===== src/inc/fdsp_regs.svh =====
// Purpose: Constants for the fiber diagnostic status port.
// Assumes: Included by its bare name from the design file.
// Notes:   Bit positions refer to the 16-bit status word, the 8-bit control byte and the 4-bit switch banks.
`ifndef FDSP_REGS_SVH
`define FDSP_REGS_SVH

`define FDSP_ST_FLT_A     0
`define FDSP_ST_FLT_B     1
`define FDSP_ST_ROT_LO    8
`define FDSP_ST_ROT_HI    11
`define FDSP_ST_WORD_RST  16'h0000
`define FDSP_SWA_WR_EN    1
`define FDSP_SWB_FORCE_A  2
`define FDSP_SWB_FORCE_B  3
`define FDSP_CTL_FORCE_A  0
`define FDSP_CTL_FORCE_B  1
`define FDSP_CTL_RST      8'h00
`define FDSP_CHAN_RST     2'h0

`endif


===== src/inc/fdsp_pkg.sv =====
// Purpose: Types for the fiber diagnostic status port.
// Assumes: Compiled before the design file.
// Notes:   Presentation codes are one-hot.
package fdsp_pkg;

	typedef struct packed {
		logic       rd;
		logic       wr;
		logic [7:0] wdata;
	} fdsp_scan_s;

	typedef enum logic [3:0] {
		FDSP_EMPTY  = 4'b0001,
		FDSP_IN8    = 4'b0010,
		FDSP_BIDIR8 = 4'b0100,
		FDSP_IN16   = 4'b1000
	} fdsp_pres_e;

	typedef struct packed {
		logic [1:0] contact;
		logic [1:0] tx_off;
	} fdsp_chan_s;

endpackage


===== src/hw/fdsp_top.sv =====
// Purpose: Diagnostic status port of a two-channel redundant fiber module.
// Assumes: All inputs synchronous to mclk; the scan strobes are single-cycle pulses.
// Notes:   One block serves the standalone contacts and both backplane variants.
// Functional notes
// (RQ1) Each channel contact is normally open and closes while that channel errs.
// (RQ2) Two independent contacts, one per optical channel.
// (RQ3) Narrow variant shows as 8-bit bidirectional if writes enabled, else input-only.
// (RQ4) Control byte is writable only while switch bank A position 2 is on; the code gates writes with position 1 (FDSP_SWA_WR_EN).
// (RQ5) Diagnostics controlled both from the control byte and from the switches.
// (RQ6) Wide variant shows one 16-bit read-only status word.
// (RQ7) Without the diagnostic option the wide variant shows as an empty slot.
// (RQ8) Wide variant takes control only from switches, with no write path.
// (RQ9) Status bits read 0 when normal, 1 when asserted.
// (RQ10) Bits 11 to 8 hold the inverted rotary priority position.
// (RQ11) Status bit 0 is channel A receive fault, bit 1 channel B.
// (RQ12) A receive failure raises that channel's fault and disables its transmitter.
// (RQ13) Undefined status bits read zero; indications come from registered fault state.
`timescale 1ns/1ps
`include "fdsp_regs.svh"

module fdsp_top (
	input  wire logic              mclk,
	input  wire logic              srst,
	input  wire logic              ce,
	input  wire logic              variant_16,
	input  wire logic              diag_present,
	input  wire logic [1:0]        rx_fault,
	input  wire logic [3:0]        sw_bank_a,
	input  wire logic [3:0]        sw_bank_b,
	input  wire logic [3:0]        priority_rotary_selector,
	input  wire fdsp_pkg::fdsp_scan_s scan,
	output logic [15:0]            rdata_ff,
	output logic                   rvalid_ff,
	output fdsp_pkg::fdsp_pres_e   pres_ff,
	output logic [7:0]             ctrl_ff,
	output fdsp_pkg::fdsp_chan_s   chan_ff
);
	import fdsp_pkg::*;

	// Builds the read image; the narrow variant has no rotary field.
	function automatic logic [15:0] fdsp_status(
		input logic [1:0] flt,
		input logic [3:0] rot,
		input logic       wide
	);
		logic [15:0] w;
		w = `FDSP_ST_WORD_RST; // RQ13
		w[`FDSP_ST_FLT_A] = flt[0]; // RQ11 RQ9
		w[`FDSP_ST_FLT_B] = flt[1]; // RQ11 RQ9
		if (wide) begin
			w[`FDSP_ST_ROT_HI:`FDSP_ST_ROT_LO] = ~rot; // RQ10
		end
		return w;
	endfunction

	// Presentation to the controller scan.
	fdsp_pres_e nxt_pres;

	always_comb begin
		if (!diag_present) begin
			nxt_pres = FDSP_EMPTY; // RQ7
		end else if (variant_16) begin
			nxt_pres = FDSP_IN16; // RQ6
		end else if (sw_bank_a[`FDSP_SWA_WR_EN]) begin
			nxt_pres = FDSP_BIDIR8; // RQ3
		end else begin
			nxt_pres = FDSP_IN8; // RQ3
		end
	end

	always_ff @(posedge mclk) begin
		if (srst) begin
			pres_ff <= FDSP_EMPTY;
		end else if (ce) begin
			pres_ff <= nxt_pres;
		end
	end

	// Control byte, written by the scan only in the bidirectional presentation.
	logic [7:0] nxt_ctrl;

	always_comb begin
		nxt_ctrl = ctrl_ff;
		if (scan.wr && pres_ff == FDSP_BIDIR8 && sw_bank_a[`FDSP_SWA_WR_EN]) begin
			nxt_ctrl = scan.wdata; // RQ4 RQ8
		end
	end

	always_ff @(posedge mclk) begin
		if (srst) begin
			ctrl_ff <= `FDSP_CTL_RST;
		end else if (ce) begin
			ctrl_ff <= nxt_ctrl;
		end
	end

	// Channel state: contacts follow receive faults; transmitters also obey forcing.
	fdsp_chan_s nxt_chan;
	logic [1:0] force_err;

	always_comb begin
		force_err[0] = sw_bank_b[`FDSP_SWB_FORCE_A]; // RQ5
		force_err[1] = sw_bank_b[`FDSP_SWB_FORCE_B]; // RQ5
		if (pres_ff == FDSP_BIDIR8) begin
			force_err[0] = force_err[0] | ctrl_ff[`FDSP_CTL_FORCE_A]; // RQ5
			force_err[1] = force_err[1] | ctrl_ff[`FDSP_CTL_FORCE_B]; // RQ5
		end
		nxt_chan.contact = rx_fault; // RQ1 RQ2 RQ12
		nxt_chan.tx_off  = rx_fault | force_err; // RQ12
	end

	always_ff @(posedge mclk) begin
		if (srst) begin
			chan_ff <= '{contact: `FDSP_CHAN_RST, tx_off: `FDSP_CHAN_RST};
		end else if (ce) begin
			chan_ff <= nxt_chan;
		end
	end

	// Scan read: snapshot of the status image, answered the next cycle.
	logic [15:0] nxt_rdata;
	logic        nxt_rvalid;

	always_comb begin
		nxt_rdata  = rdata_ff;
		nxt_rvalid = 1'b0;
		if (scan.rd && pres_ff != FDSP_EMPTY) begin
			nxt_rdata  = fdsp_status(chan_ff.contact, priority_rotary_selector,
				pres_ff == FDSP_IN16); // RQ13 RQ6
			nxt_rvalid = 1'b1;
		end
	end

	always_ff @(posedge mclk) begin
		if (srst) begin
			rdata_ff  <= `FDSP_ST_WORD_RST;
			rvalid_ff <= 1'b0;
		end else if (ce) begin
			rdata_ff  <= nxt_rdata;
			rvalid_ff <= nxt_rvalid;
		end
	end
endmodule


===== config.mk =====
export PLATFORM = sky130hd
export DESIGN_NAME = fdsp_top
export DESIGN_NICKNAME = d
export VERILOG_FILES = /design/src/inc/fdsp_pkg.sv /design/src/hw/fdsp_top.sv
export VERILOG_INCLUDE_DIRS = /design/src /design/src/inc
export SDC_FILE = /design/constraint.sdc
export NUM_CORES = 1
export LEC_CHECK = 0
export BUFFER_PORTS_ARGS = -buffer_cell sky130_fd_sc_hd__buf_2
export CAP_MARGIN = 25
export CORE_UTILIZATION = 40
export CTS_CLUSTER_DIAMETER = 60
export DETAILED_ROUTE_END_ITERATION = 8
export PLACE_DENSITY = 0.79
export SYNTH_ARGS = -nofsm -noshare
export SYNTH_HDL_FRONTEND = slang
export SYNTH_SLANG_ARGS = --single-unit

===== constraint.sdc =====
create_clock -name mclk -period 1.4 [get_ports mclk]
set_input_delay 0.28 -clock mclk [delete_from_list [all_inputs] [get_ports mclk]]
set_output_delay 0.28 -clock mclk [all_outputs]
set_load 0.005 [all_outputs]

# Word-level counts from Yosys, hierarchy flattened
# Cells that the tools add are included.
dict set report op_classes {
  eq_ne 3
  muxes 6
  bitwise 4
  reduce_logical 5
}
# operator count
set ops {}
lappend ops {{2-to-1 mux 4 bit} 3}
lappend ops {{== test 4 x 3 -> 1 bit, second input constant} 1}
lappend ops {{== test 4 bit, second input constant} 1}
lappend ops {{!= test 4 x 1 -> 1 bit, second input constant} 1}
lappend ops {{inverter 4 bit} 1}
lappend ops {{AND reduction 2 bit} 2}
lappend ops {{logical AND 1 bit} 3}
lappend ops {{2-to-1 mux 3 bit} 1}
lappend ops {{2-to-1 mux 2 bit} 1}
lappend ops {{bitwise OR 1 bit} 2}
lappend ops {{bitwise OR 2 bit} 1}
lappend ops {{2-to-1 mux 1 bit} 1}
dict set report word_totals {
  reg_bits 23
  in_bits 29
  out_inout_bits 33
  elab_cells 24
}

# Logic depth before layout (Yosys ltp)
dict set report depth {
  ltp_word 4
  ltp_mapped 4
  depth_no_buf 3
}

# Worst setup path after synthesis
# Ideal clock, no wire load.
dict set report synth_timing {
  path_type {register -> register}
  startpoint {reg pres_ff[1]}
  endpoint {reg rvalid_ff}
  setup_time_ns 0.115
  arrival_ns 1.179
  required_time_ns 1.285
  setup_slack_ns 0.106
  stages_incl_launch_ff 5
  n_path_buf 1
  period_less_slack_ns 1.294
  cell_sequence {dfxtp_1 or2_4 o311a_1 buf_6 o21ba_1}
}
dict set report synth_between {
  elab_chain_cells 3
}
# element line
set synth_rtl {}
lappend synth_rtl {{start, declared} fdsp_top.sv:34} ;# output fdsp_pkg::fdsp_pres_e pres_ff,
lappend synth_rtl {{start signal, assigned} fdsp_top.sv:75} ;# pres_ff <= nxt_pres;
lappend synth_rtl {{!= test 4 x 1 -> 1 bit} fdsp_top.sv:127} ;# if (scan.rd && pres_ff != FDSP_EMPTY) begin
lappend synth_rtl {{logical AND 1 bit} fdsp_top.sv:127}
lappend synth_rtl {{2-to-1 mux 1 bit} fdsp_top.sv:127}
lappend synth_rtl {{end signal, assigned} fdsp_top.sv:140} ;# rvalid_ff <= nxt_rvalid;
lappend synth_rtl {{end, declared} fdsp_top.sv:33} ;# output logic rvalid_ff,
# No other way between the ends.
# A chain may end at the register's enable or synchronous reset.

# Final worst setup path
dict set report layout_timing {
  startpoint {reg pres_ff[1]}
  endpoint {reg rdata_ff[11]}
}
dict set report layout_between {
  elab_chain_cells 3
  elab_cells_between_ends 5
  classes_between {eq/ne: 2; mux: 1; reduce/logical: 2}
}
# element line
set layout_rtl {}
lappend layout_rtl {{!= test 4 x 1 -> 1 bit} fdsp_top.sv:127}
lappend layout_rtl {{logical AND 1 bit} fdsp_top.sv:127}
lappend layout_rtl {{AND reduction 2 bit (no source line)} n/a}
lappend layout_rtl {{end signal, assigned} fdsp_top.sv:136} ;# rdata_ff <= `FDSP_ST_WORD_RST;
lappend layout_rtl {{end signal, assigned} fdsp_top.sv:139} ;# rdata_ff <= nxt_rdata;
lappend layout_rtl {{end, declared} fdsp_top.sv:32} ;# output logic [15:0] rdata_ff,
# Parallel ways exist; a longest one is shown, timed or not.

==> impl_metrics.json <==
{
  "grt_max_degree": 20,
  "ctsHoldBuffers": 0,
  "maxCapViolCount": 0,
  "p_per_area_mw_per_mm2": 797,
  "dieWidth_um": 54.7,
  "hold_violations": 0,
  "port_buffers": 46,
  "remaining_drc_errors": 0,
  "synthCells": 115,
  "finalSetupTns_ns": 0,
  "cp.required_ns": 1.64,
  "grt_usage": 0.165,
  "grt_remaining_overflow": 0,
  "synthDistinctLibCells": 24,
  "routed_wl_mm": 2.28,
  "start_util": 0.437,
  "path_class": "reg2reg",
  "wl_met2_mm": 1.10,
  "reg2reg_slack_ns": 0.07,
  "cts_tree": "yes",
  "avgSynthCellArea_sq_um": 9.66,
  "power_mw": 1.11,
  "status": "finished clean",
  "route.met3.wl_um": 164,
  "fin_util": 0.550,
  "vias": 924,
  "globalplace.congestion": 0.705,
  "finClkSkew_ns": 0.00464,
  "setup_viol": 0,
  "fin_crit_sh": 0.951,
  "path_clk_slew_ns": 0.12,
  "maxSlewViolCount": 0,
  "route.top_layer_used": "met4",
  "numCtsBuffers": 3,
  "core_sq_mm": 0.00254,
  "routedWlPerCell_um": 11.9,
  "core.rowCount": 18,
  "hold_path.class": "in2reg",
  "grt_pass1_vias": 823,
  "yosysWarnings": 0,
  "end_kind": "flop",
  "dr.pass1.iters": 4,
  "cp_max_fo": 5,
  "synth-seq-area-share": 0.414,
  "fmax_ghz": 0.751,
  "rsz0062_at_grt": "no",
  "startpoint_type": "flop",
  "cts_sinks": 23,
  "die_y_um": 54.7,
  "slowest_stage": "or4_1",
  "wl_met1_um": 983,
  "ys_ff_latch": 23,
  "drtAntennaViolNets": 0,
  "grt_antenna_before_repair": 0,
  "cts-root-buf": "clkbuf_4",
  "fin_hold_ws_ns": 0.226,
  "arrival_ns": 1.57,
  "hpwlAfterDp_mm": 1.77,
  "critPathTopFamily": "simple AND/OR/NAND/NOR gates",
  "routed_via_density": 4.81,
  "clockBufferDepth": 2,
  "htreeDepth": 1,
  "nets": 192,
  "clk_latency_ns": 0.30,
  "leakagePower_nw": 0.634,
  "diodes": 0,
  "final_layout_size_suffix_gt1_frac": 0.364,
  "drt_iter0_markers": 8,
  "grt_pass1_wl_mm": 3.49,
  "worst-path-buf-inv": 0,
  "cpPeakStageDelay_ns": 0.48,
  "die_area_sq_mm": 0.00299,
  "period_minus_slack_ns": 1.33,
  "io_pins": 62,
  "syn_area_sq_mm": 0.00111,
  "irDropWorstVdd_uv": 668,
  "area_growth_pct": 25.9,
  "cp_cell_sequence": "or2_4, or4_1, mux2i_1"
}
path summary, 6_finish.rpt:
path | from | end | depth (start not counted)
worst max-delay path | pres_ff[1]$_SDFFE_PP0P_ | rdata_ff[11]$_SDFFE_PP0P_ | 3
worst min-delay path | scan[4] | ctrl_ff[4]$_SDFFE_PP0P_ | 3
worst max register to register | pres_ff[1]$_SDFFE_PP0P_ | rdata_ff[11]$_SDFFE_PP0P_ | 3
worst min register to register | ctrl_ff[4]$_SDFFE_PP0P_ | ctrl_ff[4]$_SDFFE_PP0P_ | 2
routing by layer:
layer	GRT usage	up-vias
li1	-	459
met1	0.199	421
met2	0.279	40
met3	0.0306	4
met4	0.0769	0
met5	0	-
registers in the layout, summed over array words and instances, names as in the netlist:
signal and flops:
ctrl_ff 8, rdata_ff 6, chan_ff 4, rvalid_ff 1, pres_ff 4
layout by cell type (no fill, tap or decap):
master	count
nand3_1	1
a311oi_1	1
buf_4	4
dfxtp_1	22
buf_2	46
nand2_1	3
dfxtp_2	1
or4_1	4
nor2_1	7
conb_1	10
a21oi_1	2
inv_1	1
nor2b_1	1
buf_12	1
clkbuf_1	1
nor4b_4	1
a311oi_2	1
mux2i_1	17
clkbuf_4	3
nor3b_1	1
nand4b_1	1
and4_1	1
nand2b_1	28
o21ai_0	1
or2_4	1
o311a_4	1
o21ba_1	1
repair_timing:
action	in CTS	in global routing
gates cloned	0	0
endpoints found under the setup margin	8	7
gates resized for setup	1	4
pin swaps	2	2
hold endpoints to repair	0	0
buffers inserted	1	0
cells in the mapped netlist, drive strengths merged:
cell / number / area share
inv: 1 / 0.0034
nand2: 3 / 0.010
or2: 1 / 0.0079
mux2i: 17 / 0.15
and4: 1 / 0.0079
nor4b: 1 / 0.014
conb: 1 / 0.0034
nor2b: 1 / 0.0056
buf: 13 / 0.092
clkbuf: 4 / 0.014
a311oi: 2 / 0.016
o21ai: 1 / 0.0045
or4: 4 / 0.027
dfxtp: 23 / 0.41
o21ba: 1 / 0.0090
nand4b: 1 / 0.0079
a21oi: 2 / 0.0090
nor2: 7 / 0.024
nand2b: 28 / 0.16
nand3: 1 / 0.0045
nor3b: 1 / 0.0068
o311a: 1 / 0.0090
worst min-delay path, stage by stage:
cell	delay, ns
buf_2	0.09
nand2b_1	0.06
mux2i_1	0.06
cell type report:
type | instances | area, sq um
multi-input cells | 83 | 589
flip-flops and latches | 23 | 462
well taps | 30 | 37.5
inverters | 1 | 3.75
repair buffers | 51 | 280
fillers | 246 | 1150
clock buffers | 4 | 26.3
cell families (layout without fill, tap and decap cells):
| logic type | Yosys count | after routing | share of synthesized area |
|---|---|---|---|
| other cells | 1 | 10 | 0.00338 |
| mux | 17 | 17 | 0.153 |
| compound gates | 7 | 7 | 0.0473 |
| buf+inv | 18 | 56 | 0.109 |
| flops | 23 | 23 | 0.414 |
| simple gates | 49 | 49 | 0.273 |
through the flow:
step           instance area [sq um]  setup slack [ns]  instances
2_1_floorplan                   1140             0.106        124
3_3_place_gp                    1340            0.0318        187
3_5_place_dp                    1340         -0.000347        187
4_1_cts                         1370            0.0244        192
5_1_grt                         1400           0.00672        192
6_report                        1400            0.0690        192
report_power, final:
part           total [mW]  internal, mW  leakage [nW]  switching [mW]
Clock               0.297         0.111        0.0150           0.186
Sequential          0.681         0.669         0.186          0.0126
Combinational       0.136        0.0719         0.433          0.0643
Total                1.11         0.851         0.634           0.263
(Power assumes the default switching activity.)
